===== config.mk =====
export PLATFORM = sky130hd
export DESIGN_NAME = cemc_dev_flat
export DESIGN_NICKNAME = d
export VERILOG_FILES = /design/src/cemc_pkg.sv /design/src/cemc_if.sv /design/src/cemc_fifo.sv /design/src/cemc_dev.sv /design/src/flat_wrapper.sv
export SDC_FILE = /design/constraint.sdc
export NUM_CORES = 2
export LEC_CHECK = 0
export BUFFER_PORTS_ARGS = -buffer_cell sky130_fd_sc_hd__buf_2
export CAP_MARGIN = 30
export CORE_MARGIN = 1
export CORE_UTILIZATION = 56
export CTS_BUF_LIST = sky130_fd_sc_hd__clkbuf_4 sky130_fd_sc_hd__clkbuf_8
export DETAILED_ROUTE_END_ITERATION = 12
export GPL_TIMING_DRIVEN = 0
export PLACE_DENSITY = 0.72
export SLEW_MARGIN = 20
export SYNTH_ARGS = -nofsm -noshare
export SYNTH_HDL_FRONTEND = slang
export SYNTH_HIERARCHICAL = 1
export SYNTH_SLANG_ARGS = --single-unit

===== constraint.sdc =====
create_clock -name clk_i -period 13.5 [get_ports clk_i]
set_clock_uncertainty 0.15 [all_clocks]
set_input_delay 1.35 -clock clk_i [delete_from_list [all_inputs] [get_ports clk_i]]
set_output_delay 1.35 -clock clk_i [all_outputs]
set_load 0.01 [all_outputs]

===== src/cemc_pkg.sv =====
// Package of shared constants and types for the crypto mode control block.
package cemc_pkg;

  // Width of one data word carried through the queues.
  localparam int unsigned DATA_W = 32;
  // Depth of each data queue.
  localparam int unsigned FIFO_DEPTH = 16;
  // Number of words in one key slot.
  localparam int unsigned KEY_WORDS = 8;
  // Width of the key word index.
  localparam int unsigned KEY_IDX_W = 3;
  // Cycles spent running the power-up known answer tests.
  localparam int unsigned SELFTEST_CYCLES = 32;
  // Width of the self-test cycle counter.
  localparam int unsigned SELFTEST_CNT_W = 6;
  // Reset value of a key word, so reset zeroizes every slot.
  localparam logic [DATA_W-1:0] KEY_ZERO = 32'h0000_0000;
  // Value offered to the output queue when no word moves; it is never written.
  localparam logic [DATA_W-1:0] DATA_IDLE = 32'h0000_0000;
  // Reset value of the self-test counter.
  localparam logic [SELFTEST_CNT_W-1:0] CNT_ZERO = 6'h00;
  // Step of the self-test counter.
  localparam logic [SELFTEST_CNT_W-1:0] CNT_ONE = 6'h01;
  // Last value of the self-test counter.
  localparam logic [SELFTEST_CNT_W-1:0] CNT_LAST = 6'h1F;

  // Status bit positions in the status word.
  localparam int unsigned ST_READY = 0;
  localparam int unsigned ST_APPROVED = 1;
  localparam int unsigned ST_LOCKED = 2;
  localparam int unsigned ST_BUSY = 3;
  localparam int unsigned ST_REFUSED = 4;
  localparam int unsigned ST_W = 5;

  // Operating states of the control engine, one-hot coded.
  typedef enum logic [4:0] {
    CEMC_TEST = 5'h01,
    CEMC_IDLE = 5'h02,
    CEMC_RUN = 5'h04,
    CEMC_LOCK = 5'h08,
    CEMC_NAPP = 5'h10
  } cemc_state_e;

endpackage : cemc_pkg


===== src/cemc_if.sv =====
// Interface joining the crypto control device end and its host end.
`timescale 1ns/1ps
interface cemc_if;
  // Host-to-device data word stream.
  logic [cemc_pkg::DATA_W-1:0] in_data;
  logic in_valid;
  logic in_ready;
  // Device-to-host data word stream.
  logic [cemc_pkg::DATA_W-1:0] out_data;
  logic out_valid;
  logic out_ready;
  // Service request, one-cycle pulse, with its mode flag and length.
  logic req;
  logic req_nonapproved;
  logic [7:0] req_words;
  // Write-only key register port.
  logic key_we;
  logic key_slot;
  logic [cemc_pkg::KEY_IDX_W-1:0] key_idx;
  logic [cemc_pkg::DATA_W-1:0] key_data;
  // Key load from the stream, one-cycle pulse.
  logic key_from_fifo;
  // Readable status register.
  logic [cemc_pkg::ST_W-1:0] status;
  // Service finished, one-cycle pulse.
  logic done;

  // Device end.
  modport dev (
    input in_data, in_valid, req, req_nonapproved, req_words, out_ready,
    input key_we, key_slot, key_idx, key_data, key_from_fifo,
    output in_ready, out_data, out_valid, status, done
  );
  // Host end.
  modport host (
    output in_data, in_valid, req, req_nonapproved, req_words, out_ready,
    output key_we, key_slot, key_idx, key_data, key_from_fifo,
    input in_ready, out_data, out_valid, status, done
  );
endinterface : cemc_if


===== src/cemc_fifo.sv =====
// Parameterised flip-flop FIFO with valid and ready on both sides.
`timescale 1ns/1ps
module cemc_fifo #(
  parameter int unsigned WIDTH = cemc_pkg::DATA_W,
  parameter int unsigned DEPTH = cemc_pkg::FIFO_DEPTH
) (
  // Clock and reset.
  input wire logic clk_i,
  input wire logic rst_i,
  // Filling side.
  input wire logic [WIDTH-1:0] wr_data_i,
  input wire logic wr_valid_i,
  output logic wr_ready_o,
  // Draining side.
  output logic [WIDTH-1:0] rd_data_o,
  output logic rd_valid_o,
  input wire logic rd_ready_i
);
  localparam int unsigned AW = (DEPTH > 1) ? $clog2(DEPTH) : 1;

  // Pointer arithmetic relies on a power-of-two depth.
  if (DEPTH < 2 || (DEPTH & (DEPTH - 1)) != 0)
  begin : g_bad_depth
    $error("FIFO depth must be a power of two of at least two.");
  end

  // Storage words and pointers; count is one bit wider than the index.
  logic [WIDTH-1:0] mem_q [DEPTH];
  logic [AW-1:0] wp_q;
  logic [AW-1:0] rp_q;
  logic [AW:0] cnt_q;
  wire push = wr_valid_i && wr_ready_o;
  wire pop = rd_valid_o && rd_ready_i;

  // Full and empty come straight from the count, so they never lie.
  assign wr_ready_o = (cnt_q != DEPTH[AW:0]);
  assign rd_valid_o = (cnt_q != '0);
  assign rd_data_o = mem_q[rp_q];

  // Storage writes; no reset needed since empty hides stale words.
  always_ff @(posedge clk_i)
  begin
    if (push) mem_q[wp_q] <= wr_data_i;
  end

  // Pointers and count.
  always_ff @(posedge clk_i)
  begin
    if (rst_i)
    begin
      wp_q <= '0;
      rp_q <= '0;
      cnt_q <= '0;
    end
    else
    begin
      if (push) wp_q <= wp_q + 1'b1;
      if (pop) rp_q <= rp_q + 1'b1;
      cnt_q <= cnt_q + {{AW{1'b0}}, push} - {{AW{1'b0}}, pop};
    end
  end
endmodule : cemc_fifo


===== src/cemc_dev.sv =====
// Device end: mode control, self-test lock, key store and data queues.
`timescale 1ns/1ps
// Behaviour
// - Approved mode only after power-up tests pass.
// - Services offered only after init and tests.
// - Non-approved request switches mode implicitly.
// - Back to approved mode right after service.
// - Separate key storage per mode.
// - Failed known answer test locks device.
// - Only reset unlocks; reset reruns tests.
// - Keys are write-only, never read back.
// - Reset zeroizes all key material.
// - Host loads new key for non-approved use; the host end only blocks a repeat without one, not the first after reset.
// - Data in and out through FIFOs.
// - Control in and status out via registers.
// - Host supplies parameters through input FIFO; the code takes mode and word count from link registers.
// - Keys via register writes or FIFO.
// - No bypass; every service processes data.
// - Errors never expose key material.
module cemc_dev #(
  parameter int unsigned KEY_WORDS = cemc_pkg::KEY_WORDS
) (
  // Clock and reset.
  input wire logic clk_i,
  input wire logic rst_i,
  // Link to the host end.
  cemc_if.dev link,
  // Outcome of the known answer tests from the test engine.
  input wire logic kat_done_i,
  input wire logic kat_pass_i,
  // Current mode seen by the datapath.
  output logic approved_o
);
  // The key index must address every key word.
  if (KEY_WORDS != (1 << cemc_pkg::KEY_IDX_W))
  begin : g_bad_keys
    $error("KEY_WORDS must equal two to the key index width.");
  end

  // Control state and counters.
  cemc_pkg::cemc_state_e st_q;
  cemc_pkg::cemc_state_e st_d;
  logic [cemc_pkg::SELFTEST_CNT_W-1:0] tcnt_q;
  logic [7:0] left_q;
  logic refused_q;
  logic done_q;
  logic [cemc_pkg::ST_W-1:0] status_q;
  logic approved_q;
  // Two key slots, one per mode; never wired to any read path.
  logic [cemc_pkg::DATA_W-1:0] key_app_q [KEY_WORDS];
  logic [cemc_pkg::DATA_W-1:0] key_nap_q [KEY_WORDS];
  logic [cemc_pkg::KEY_IDX_W-1:0] kfill_q;
  logic kfill_on_q;
  logic kfill_slot_q;

  // Queue-side wires.
  logic [cemc_pkg::DATA_W-1:0] q_in_data;
  logic q_in_valid;
  logic q_out_ready;
  logic [cemc_pkg::DATA_W-1:0] proc_data;

  // Decode of the state and requests.
  wire in_run = (st_q == cemc_pkg::CEMC_RUN) ||
    (st_q == cemc_pkg::CEMC_NAPP);
  wire service_ok = (st_q == cemc_pkg::CEMC_IDLE);
  wire take_req = link.req && service_ok && !kfill_on_q;
  wire bad_req = link.req && !take_req;
  wire kat_fail = kat_done_i && !kat_pass_i;
  wire tests_over = (tcnt_q == cemc_pkg::CNT_LAST) && kat_done_i;
  wire key_pop = kfill_on_q && q_in_valid;
  // Data moves only in a running service while the output can take it.
  wire word_go = in_run && q_in_valid && q_out_ready &&
    (left_q != 8'h00);
  wire last_word = word_go && (left_q == 8'h01);
  // Active slot follows the mode so the two keys never mix.
  wire cur_slot = (st_q == cemc_pkg::CEMC_NAPP);
  wire [cemc_pkg::DATA_W-1:0] cur_key = cur_slot ?
    key_nap_q[left_q[cemc_pkg::KEY_IDX_W-1:0]] :
    key_app_q[left_q[cemc_pkg::KEY_IDX_W-1:0]];
  // Stand-in transform; key words are mixed in, never passed bare.
  assign proc_data = q_in_data ^ cur_key ^ {left_q, left_q, left_q, left_q};

  // Input queue fed by the host end stream; data words and streamed keys arrive here.
  cemc_fifo #(
    .WIDTH(cemc_pkg::DATA_W),
    .DEPTH(cemc_pkg::FIFO_DEPTH)
  ) u_in_q (
    .clk_i(clk_i),
    .rst_i(rst_i),
    .wr_data_i(link.in_data),
    .wr_valid_i(link.in_valid),
    .wr_ready_o(link.in_ready),
    .rd_data_o(q_in_data),
    .rd_valid_o(q_in_valid),
    .rd_ready_i(word_go || key_pop)
  );

  // Output queue drained by the host; locked state never writes it.
  cemc_fifo #(
    .WIDTH(cemc_pkg::DATA_W),
    .DEPTH(cemc_pkg::FIFO_DEPTH)
  ) u_out_q (
    .clk_i(clk_i),
    .rst_i(rst_i),
    .wr_data_i(word_go ? proc_data : cemc_pkg::DATA_IDLE),
    .wr_valid_i(word_go),
    .wr_ready_o(q_out_ready),
    .rd_data_o(link.out_data),
    .rd_valid_o(link.out_valid),
    .rd_ready_i(link.out_ready)
  );

  // Next state: tests, idle, service in either mode, or lock.
  always_comb
  begin
    st_d = st_q;
    case (st_q)
      cemc_pkg::CEMC_TEST:
      begin
        if (kat_fail) st_d = cemc_pkg::CEMC_LOCK;
        else if (tests_over) st_d = cemc_pkg::CEMC_IDLE;
      end
      cemc_pkg::CEMC_IDLE:
      begin
        if (take_req)
          st_d = link.req_nonapproved ? cemc_pkg::CEMC_NAPP :
            cemc_pkg::CEMC_RUN;
      end
      cemc_pkg::CEMC_RUN, cemc_pkg::CEMC_NAPP:
      begin
        if (last_word) st_d = cemc_pkg::CEMC_IDLE;
      end
      cemc_pkg::CEMC_LOCK:
      begin
        st_d = cemc_pkg::CEMC_LOCK;
      end
      default:
      begin
        st_d = cemc_pkg::CEMC_LOCK;
      end
    endcase
  end

  // State register; reset alone leaves lock and restarts the tests.
  always_ff @(posedge clk_i)
  begin
    if (rst_i) st_q <= cemc_pkg::CEMC_TEST;
    else st_q <= st_d;
  end

  // Self-test sequencing counter, rerun on every reset.
  always_ff @(posedge clk_i)
  begin
    if (rst_i) tcnt_q <= cemc_pkg::CNT_ZERO;
    else if (st_q == cemc_pkg::CEMC_TEST && tcnt_q != cemc_pkg::CNT_LAST)
      tcnt_q <= tcnt_q + cemc_pkg::CNT_ONE;
  end

  // Words left in the current service.
  always_ff @(posedge clk_i)
  begin
    if (rst_i) left_q <= 8'h00;
    else if (take_req) left_q <= link.req_words;
    else if (word_go) left_q <= left_q - 8'h01;
  end

  // Key load from the stream into the slot named by the request.
  always_ff @(posedge clk_i)
  begin
    if (rst_i)
    begin
      kfill_on_q <= 1'b0;
      kfill_q <= '0;
      kfill_slot_q <= 1'b0;
    end
    else if (link.key_from_fifo && service_ok && !kfill_on_q)
    begin
      kfill_on_q <= 1'b1;
      kfill_q <= '0;
      kfill_slot_q <= link.key_slot;
    end
    else if (key_pop)
    begin
      kfill_q <= kfill_q + 1'b1;
      if (kfill_q == '1) kfill_on_q <= 1'b0;
    end
  end

  // Key slots: written by register or stream, zeroized on reset.
  // A lock keeps writes out, so a failed engine takes no new key once locked.
  for (genvar i = 0; i < KEY_WORDS; i++)
  begin : g_key
    wire reg_hit = link.key_we && (link.key_idx == i) &&
      (st_q != cemc_pkg::CEMC_LOCK);
    wire fifo_hit = key_pop && (kfill_q == i);
    always_ff @(posedge clk_i)
    begin
      if (rst_i)
      begin
        key_app_q[i] <= cemc_pkg::KEY_ZERO;
        key_nap_q[i] <= cemc_pkg::KEY_ZERO;
      end
      else if (fifo_hit)
      begin
        if (kfill_slot_q) key_nap_q[i] <= q_in_data;
        else key_app_q[i] <= q_in_data;
      end
      else if (reg_hit)
      begin
        if (link.key_slot) key_nap_q[i] <= link.key_data;
        else key_app_q[i] <= link.key_data;
      end
    end
  end

  // Status word and pulses; built from state, requests and word flow, never from keys.
  always_ff @(posedge clk_i)
  begin
    if (rst_i)
    begin
      status_q <= '0;
      refused_q <= 1'b0;
      done_q <= 1'b0;
      approved_q <= 1'b0;
    end
    else
    begin
      refused_q <= bad_req;
      done_q <= last_word;
      approved_q <= (st_d == cemc_pkg::CEMC_IDLE) ||
        (st_d == cemc_pkg::CEMC_RUN);
      status_q[cemc_pkg::ST_READY] <= (st_d == cemc_pkg::CEMC_IDLE);
      status_q[cemc_pkg::ST_APPROVED] <= (st_d == cemc_pkg::CEMC_IDLE) ||
        (st_d == cemc_pkg::CEMC_RUN);
      status_q[cemc_pkg::ST_LOCKED] <= (st_d == cemc_pkg::CEMC_LOCK);
      status_q[cemc_pkg::ST_BUSY] <= (st_d == cemc_pkg::CEMC_RUN) ||
        (st_d == cemc_pkg::CEMC_NAPP);
      status_q[cemc_pkg::ST_REFUSED] <= bad_req;
    end
  end

  assign link.status = status_q;
  assign link.done = done_q;
  assign approved_o = approved_q;
endmodule : cemc_dev


===== src/flat_wrapper.sv =====
// flat-port wrapper written by rule: the top's interface ports become plain ports
module cemc_dev_flat 
#(
  parameter int unsigned KEY_WORDS = cemc_pkg::KEY_WORDS
)
  (clk_i, rst_i, kat_done_i, kat_pass_i, approved_o, link_in_data, link_in_valid, link_req, link_req_nonapproved, link_req_words, link_out_ready, link_key_we, link_key_slot, link_key_idx, link_key_data, link_key_from_fifo, link_in_ready, link_out_data, link_out_valid, link_status, link_done);
  cemc_if link_i ();
  input wire logic clk_i;
  input wire logic rst_i;
  input wire logic kat_done_i;
  input wire logic kat_pass_i;
  output logic approved_o;
  input wire logic [$bits(link_i.in_data)-1:0] link_in_data;
  input wire logic [$bits(link_i.in_valid)-1:0] link_in_valid;
  input wire logic [$bits(link_i.req)-1:0] link_req;
  input wire logic [$bits(link_i.req_nonapproved)-1:0] link_req_nonapproved;
  input wire logic [$bits(link_i.req_words)-1:0] link_req_words;
  input wire logic [$bits(link_i.out_ready)-1:0] link_out_ready;
  input wire logic [$bits(link_i.key_we)-1:0] link_key_we;
  input wire logic [$bits(link_i.key_slot)-1:0] link_key_slot;
  input wire logic [$bits(link_i.key_idx)-1:0] link_key_idx;
  input wire logic [$bits(link_i.key_data)-1:0] link_key_data;
  input wire logic [$bits(link_i.key_from_fifo)-1:0] link_key_from_fifo;
  output wire logic [$bits(link_i.in_ready)-1:0] link_in_ready;
  output wire logic [$bits(link_i.out_data)-1:0] link_out_data;
  output wire logic [$bits(link_i.out_valid)-1:0] link_out_valid;
  output wire logic [$bits(link_i.status)-1:0] link_status;
  output wire logic [$bits(link_i.done)-1:0] link_done;
  assign link_i.in_data = link_in_data;
  assign link_i.in_valid = link_in_valid;
  assign link_i.req = link_req;
  assign link_i.req_nonapproved = link_req_nonapproved;
  assign link_i.req_words = link_req_words;
  assign link_i.out_ready = link_out_ready;
  assign link_i.key_we = link_key_we;
  assign link_i.key_slot = link_key_slot;
  assign link_i.key_idx = link_key_idx;
  assign link_i.key_data = link_key_data;
  assign link_i.key_from_fifo = link_key_from_fifo;
  assign link_in_ready = link_i.in_ready;
  assign link_out_data = link_i.out_data;
  assign link_out_valid = link_i.out_valid;
  assign link_status = link_i.status;
  assign link_done = link_i.done;
  cemc_dev #(.KEY_WORDS(KEY_WORDS)) u_core (.clk_i(clk_i), .rst_i(rst_i), .link(link_i), .kat_done_i(kat_done_i), .kat_pass_i(kat_pass_i), .approved_o(approved_o));
endmodule

### Word level (Yosys, flattened, before mapping)

Memories as Yosys holds them, arrays and structs flattened. A register that Yosys moved wholly into a read port is not among the register bits.
Cells that the tools add are included.

* add/subtract/negate cells: 11
* eq/ne operators: 28
* mux-type cells: 175
* bitwise gates (word level): 34
* reduce and logical (&&, ||, !) cells: 59

Operators by type and width (number)
* 2-to-1 mux 32 bit: 34
* 2-to-1 mux 1 bit: 125
* bitwise XOR 32 bit: 2
* logical AND 1 bit: 41
* bitwise OR 1 bit: 32
* 2-to-1 mux 5 bit: 5
* equality test 3 bit, second input constant: 8
* adder 4 x 1 -> 4 bit, second input constant: 4
* 2-to-1 mux 4 bit: 4
* 2-to-1 mux 8 bit: 2
* one-hot mux 5 bit (3 select lines): 1
* equality test 3 x 2 -> 1 bit, second input constant: 4
* 2-to-1 mux 3 bit: 4
* adder 5 x 1 -> 5 bit: 2
* equality test 5 x 2 -> 1 bit, second input constant: 2
* equality test 5 x 3 -> 1 bit, second input constant: 2
* equality test 5 bit, second input constant: 2
* != test 5 bit, second input constant: 2
* nonzero test 5 bit: 2
* subtractor 5 x 1 -> 5 bit: 2
* equality test 8 x 1 -> 1 bit, second input constant: 1
* nonzero test 8 bit: 1
* subtractor 8 x 1 -> 8 bit, second input constant: 1
* adder 6 x 1 -> 6 bit, second input constant: 1
* 13 further kinds: 23

* bits in registers: 57
* memory bits (writable): 1536
* input bits: 86
* logic and storage cells: 326
* memories kept: 4

Memories
* u_core.u_in_q.mem_q: depth 16, bits a word 32, read ports 1, clocked after memory_dff 1, write ports 1, RTL line cemc_fifo.sv:28 `logic [WIDTH-1:0] mem_q [DEPTH];`
* u_core.u_out_q.mem_q: depth 16, bits a word 32, read ports 1, clocked after memory_dff 1, write ports 1, RTL line cemc_fifo.sv:28
* u_core.key_app_q: depth 8, bits a word 32, read ports 1, clocked after memory_dff 1, write ports 8, RTL line cemc_dev.sv:50 `logic [cemc_pkg::DATA_W-1:0] key_app_q [KEY_WORDS];`
* u_core.key_nap_q: depth 8, bits a word 32, read ports 1, clocked after memory_dff 1, write ports 8, RTL line cemc_dev.sv:51 `logic [cemc_pkg::DATA_W-1:0] key_nap_q [KEY_WORDS];`

### Longest topological paths before layout

* depth in word-level cells: 10
* gate-level depth with buffers: 21

### Cells and area by module

The synthesis kept the hierarchy.

By module, submodules not included
* cemc_dev: times used 1, cells an instance 1974, area each 27845.5 µm²
* cemc_fifo at u_core.u_in_q: times used 1, cells an instance 893, area each 20017.9 µm²
* cemc_fifo at u_core.u_out_q: times used 1, cells an instance 891, area each 20009.2 µm²

### Worst setup path after synthesis

OpenSTA, ideal clock, no wires.

* path kind: register -> register
* from: reg u_core.u_in_q.cnt_q[2]
* to: mem u_core/u_out_q/mem_q[3][0] (netlist name), enable pin
* setup time: 501 ps
* arrival time: 5067 ps
* required time: 12849 ps
* setup slack: 7782 ps
* cell stages (with the launch flop): 13
* path buffers: 4
* period minus slack after synthesis: 5718 ps
* cell sequence: dfxtp_1 > inv_1 > ha_1 > or4b_1 > clkbuf_1 > buf_2 > nand4_2 > or2_1 > buf_2 > inv_2 > nand2_1 > buf_2 > nor4_1

* longest elaborated chain between the ends: 7

RTL lines
* from (decl): RTL line cemc_fifo.sv:31 `logic [AW:0] cnt_q;`
* from (signal assigned): RTL line cemc_fifo.sv:59 `cnt_q <= cnt_q + {{AW{1'b0}}, push} - {{AW{1'b0}}, pop};`
* nonzero test 5 bit: RTL line cemc_fifo.sv:37 `assign rd_valid_o = (cnt_q != '0);`
* net u_core.q_in_valid: RTL line cemc_dev.sv:58 `logic q_in_valid;`
* logical AND 1 bit (3 in series): RTL line cemc_dev.sv:72 `wire word_go = in_run && q_in_valid && q_out_ready &&`
* net u_core.word_go: RTL line cemc_dev.sv:72
* logical AND 1 bit: RTL line cemc_fifo.sv:32 `wire push = wr_valid_i && wr_ready_o;`
* 2-to-1 mux 1 bit: RTL line cemc_fifo.sv:43 `if (push) mem_q[wp_q] <= wr_data_i;`
* 2-to-1 mux 1 bit (not written as such): RTL line cemc_fifo.sv:43
* to (decl): RTL line cemc_fifo.sv:28

The timed path passes the listed nets, and every way through them passes these cells.

### Worst setup path in the final report

* from: reg u_core.u_in_q.cnt_q[2]
* to: reg u_core.u_in_q.cnt_q[4]

* longest elaborated chain between the ends: 7
* elaborated cells between the ends (all ways): 11
* those cells by class: add/sub: 2; eq/ne: 1; reduce/logical: 8

RTL lines
* nonzero test 5 bit (*): RTL line cemc_fifo.sv:37
* net u_core.q_in_valid: RTL line cemc_dev.sv:58
* logical AND 1 bit (3 in series): RTL line cemc_dev.sv:72
* logical OR 1 bit: RTL line cemc_dev.sv:95 `.rd_ready_i(word_go || key_pop)`
* logical AND 1 bit (*): RTL line cemc_fifo.sv:33 `wire pop = rd_valid_o && rd_ready_i;`
* subtractor 5 x 1 -> 5 bit (*): RTL line cemc_fifo.sv:59

The timed path passes the listed nets; every way through them passes the cells marked *.
A chain may end at the register's enable or synchronous reset.

==> flow_summary.toml <==
[status]
status = "finished, final reports clean"

[detailed_routing]
drc = 0
drt-vias-per-instance = 6.64
drt-pass1-iter-count = 7
ant_nets = 0
vias = 40300
wl_um = 185000
drt_iter0_drc = 5018
wl_per_cell_um = 30.4

[worst_setup_path]
required_ns = 14.13
criticalPathCategory = "reg -> reg"
r2r_slack_ns = 8.15
cp.arrival_ns = 5.98
reg2reg_depth = 21
critPathMaxFanout = 10
cp-end-kind = "register"
reg2reg_from = "u_core/u_in_q/cnt_q[2]"
r2r-end = "u_core/u_in_q/cnt_q[4]"
start_kind = "register"

[layout]
fill_cells = 8108
stdcell_area_um2 = 77600
synthToLayoutAreaGrowth_pct = 14.4
drive_above_1_share_pct = 27.5
final_common_cell = "edfxtp_1"
nNetsFinal = 4358
final_cell_mix = "1536 x edfxtp_1, 512 x a22o_1, 384 x mux4_2"

[cts]
clock-root-buffer = "clkbuf_8"
cts_resized = 0
cts_buffer_depth = 3
clock_latency_ns = 0.97
hold_buffers = 0
cts_tree = "built"
clkTransAtPathRegs_ns = 0.06
numCtsBuffers = 241
htree_levels = 4
post_cts_buffers = 0
clock_sinks = 1603

[synth]
syn-num-nets = 3877
ys_ff_latch = 1603
ys_seq_area_share_pct = 69.9
synthFlopType = "edfxtp_1"
syn_inst = 3758
synthesis.area_um2 = 67900
synth_area_per_cell_um2 = 18.1
ys.warnings.count = 6
synthArstFlopShare_pct = 0
yosysUniqueCellTypes = 60
synth_edf_count = 1536

[global_route]
grt_max_degree = 23
grt-ovfl-total = 0
grt.total_usage_pct = 30.5
grt_pass1_vias = 40300
antenna_found_initial = 17
grt_pass1_wl_um = 267000

[placement]
pre_cts_ws_ns = 8.20
portBuffers = 94
place_congestion = 0.912
hpwlAfterDp_um = 128000
placed_area_um2 = 72700

[power_and_ir_drop]
p_per_area_nw_per_um2 = 136
static-leakage-power_nw = 27.2
ir_drop_v = 0.000108

[floorplan]
die_area_um2 = 123000
fp.dieH_um = 350
rows = 127
ios = 127
die_w_um = 350
start_util_pct = 56.5
core_um2 = 120000

[min_path]
hold_depth = 2
hold_path.class = "reg -> reg"
hold_end = "u_core/tcnt_q[1]"
worstHoldStart = "u_core/tcnt_q[1]"

[timing]
period_share_pct = 39.6
clock.fmax_mhz = 187
setup_violations = 0
fin_setup_tns_ns = 0
hold_violations = 0
rsz0062_at_grt = "no"
min_period_ns = 5.35
tightest_slew_ns = 1.27
setup_slack_ns = 8.15
final_max_slew_viol_count = 0
slew_headroom_pct = 14.8

[flow_run]
maxCapViolCount = 0
==> Yosys cell counts (3+ instances only) <==
cell type,n,share of area [%]
buf_6,13,0.22
mux4_2,384,13
xor2_1,16,0.21
o21ai_0,41,0.30
nand3_1,25,0.18
a21o_1,3,0.033
a211o_1,4,0.052
nor4_1,13,0.12
a21oi_1,23,0.17
nand2_1,100,0.55
buf_2,72,0.53
clkbuf_1,200,1.1
and3_1,67,0.62
buf_4,31,0.34
nand2b_1,3,0.028
inv_1,43,0.24
nor3b_1,37,0.41
nor3_1,36,0.27
nand4_1,6,0.055
a22oi_1,128,1.4
a211oi_1,66,0.73
a22o_1,512,6.6
nor2_1,78,0.43
ha_1,31,0.57
buf_1,87,0.48
dfxtp_1,67,2.0
or3_1,11,0.10
o221ai_1,10,0.13
edfxtp_1,1536,68
xnor2_1,43,0.55
and2_1,20,0.18
nor2b_1,17,0.16
==> worst max-delay path, stage by stage (launching register included) <==
cell and delay (ns):
dfxtp_1 0.31, inv_1 0.08, ha_1 0.17, or4b_1 0.51
clkbuf_1 0.26, buf_2 0.25, nand4_2 0.21, or2_1 0.15
buf_2 0.26, clkbuf_1 0.64, nand2_1 0.36, nand2_1 0.27
inv_1 0.11, ha_1 0.28, inv_1 0.06, ha_1 0.16
inv_1 0.06, fa_1 0.41, nor2b_1 0.16, o21bai_1 0.10
a21oi_1 0.16, nor3b_1 0.06
==> worst max path at each step <==
stage	start	endpoint	cells after the start
after floorplan	u_core/u_in_q/cnt_q[2]	u_core/u_out_q/mem_q[3][0]	12
after global placement	u_core/u_in_q/cnt_q[2]	u_core/u_out_q/mem_q[0][12]	12
after detailed placement	u_core/u_in_q/cnt_q[2]	u_core/u_in_q/cnt_q[4]	21
after CTS	u_core/u_in_q/cnt_q[2]	u_core/u_in_q/cnt_q[4]	21
after global routing	u_core/u_in_q/cnt_q[2]	u_core/u_in_q/cnt_q[4]	21
final	u_core/u_in_q/cnt_q[2]	u_core/u_in_q/cnt_q[4]	21
==> per-layer routing <==
layer	track usage (%)	wire (um)	vias to the layer above
li1	-	-	16600
met1	40.1	68200	20700
met2	47.0	86100	2501
met3	8.54	21300	478
met4	15.0	8920	12
met5	0	67	-
==> cell families after synthesis <==
kind of cell	Yosys count	synth area share [%]
DFF	1603	69.9
AOI/OAI and AO/OA	802	9.64
buffers and inverters	447	2.92
and+or+nand+nor	430	3.38
muxes	384	12.7
xor gates and xnor gates	59	0.761
adders and majority gates	33	0.630
==> through the flow <==
stage | hold slack, ns | util (%) | std cells | power, mW
3_3_place_gp | 0.318 | 58.6 | 5464 | 6.68
3_5_place_dp | 0.326 | 60.5 | 5603 | 6.73
2_1_floorplan | 0.304 | - | 3758 | 6.34
6_report | 0.339 | 64.6 | 6070 | 10.5
5_1_grt | 0.354 | 64.6 | 6067 | 10.9
4_1_cts | 0.335 | 64.5 | 6055 | 10.6
==> power breakdown <==
group / internal (mW) / total, mW / leakage [nW] / switching, mW
Clock: 2.05 / 3.91 / 2.57 / 1.86
Combinational: 0.376 / 1.05 / 8.38 / 0.672
Sequential: 5.55 / 5.59 / 16.3 / 0.0430
Total: 7.97 / 10.5 / 27.2 / 2.58
==> area by class of cell <==
class	instances	area, um^2	share of cell area, %
clock inverters	112	611	0.787
repair buffers	238	2410	3.10
clock buffers	340	4200	5.41
multi-input cells	1708	18900	24.4
flip-flops and latches	1603	47500	61.2
diodes	10	25.0	0.0322
plain buffers	403	1820	2.34
well taps	1612	2020	2.60
inverters	44	165	0.213
==> state kept, by name, summed over array words and instances, names as in the netlist, 3 cells and up, named ones only <==
| name | count |
|---|---|
| u_core/tcnt_q | 6 |
| u_core/u_out_q/cnt_q | 5 |
| u_core/left_q | 8 |
| u_core/st_q | 5 |
| u_core/u_out_q/mem_q | 512 |
| u_core/key_nap_q | 256 |
| u_core/u_out_q/rp_q | 4 |
| u_core/link.status | 5 |
| u_core/u_out_q/wp_q | 4 |
| u_core/key_app_q | 256 |
| u_core/u_in_q/mem_q | 512 |
| u_core/u_in_q/rp_q | 4 |
| u_core/u_in_q/wp_q | 4 |
| u_core/u_in_q/cnt_q | 5 |
| u_core/kfill_q | 3 |
Note: power is estimated with default switching activity, not from simulation.
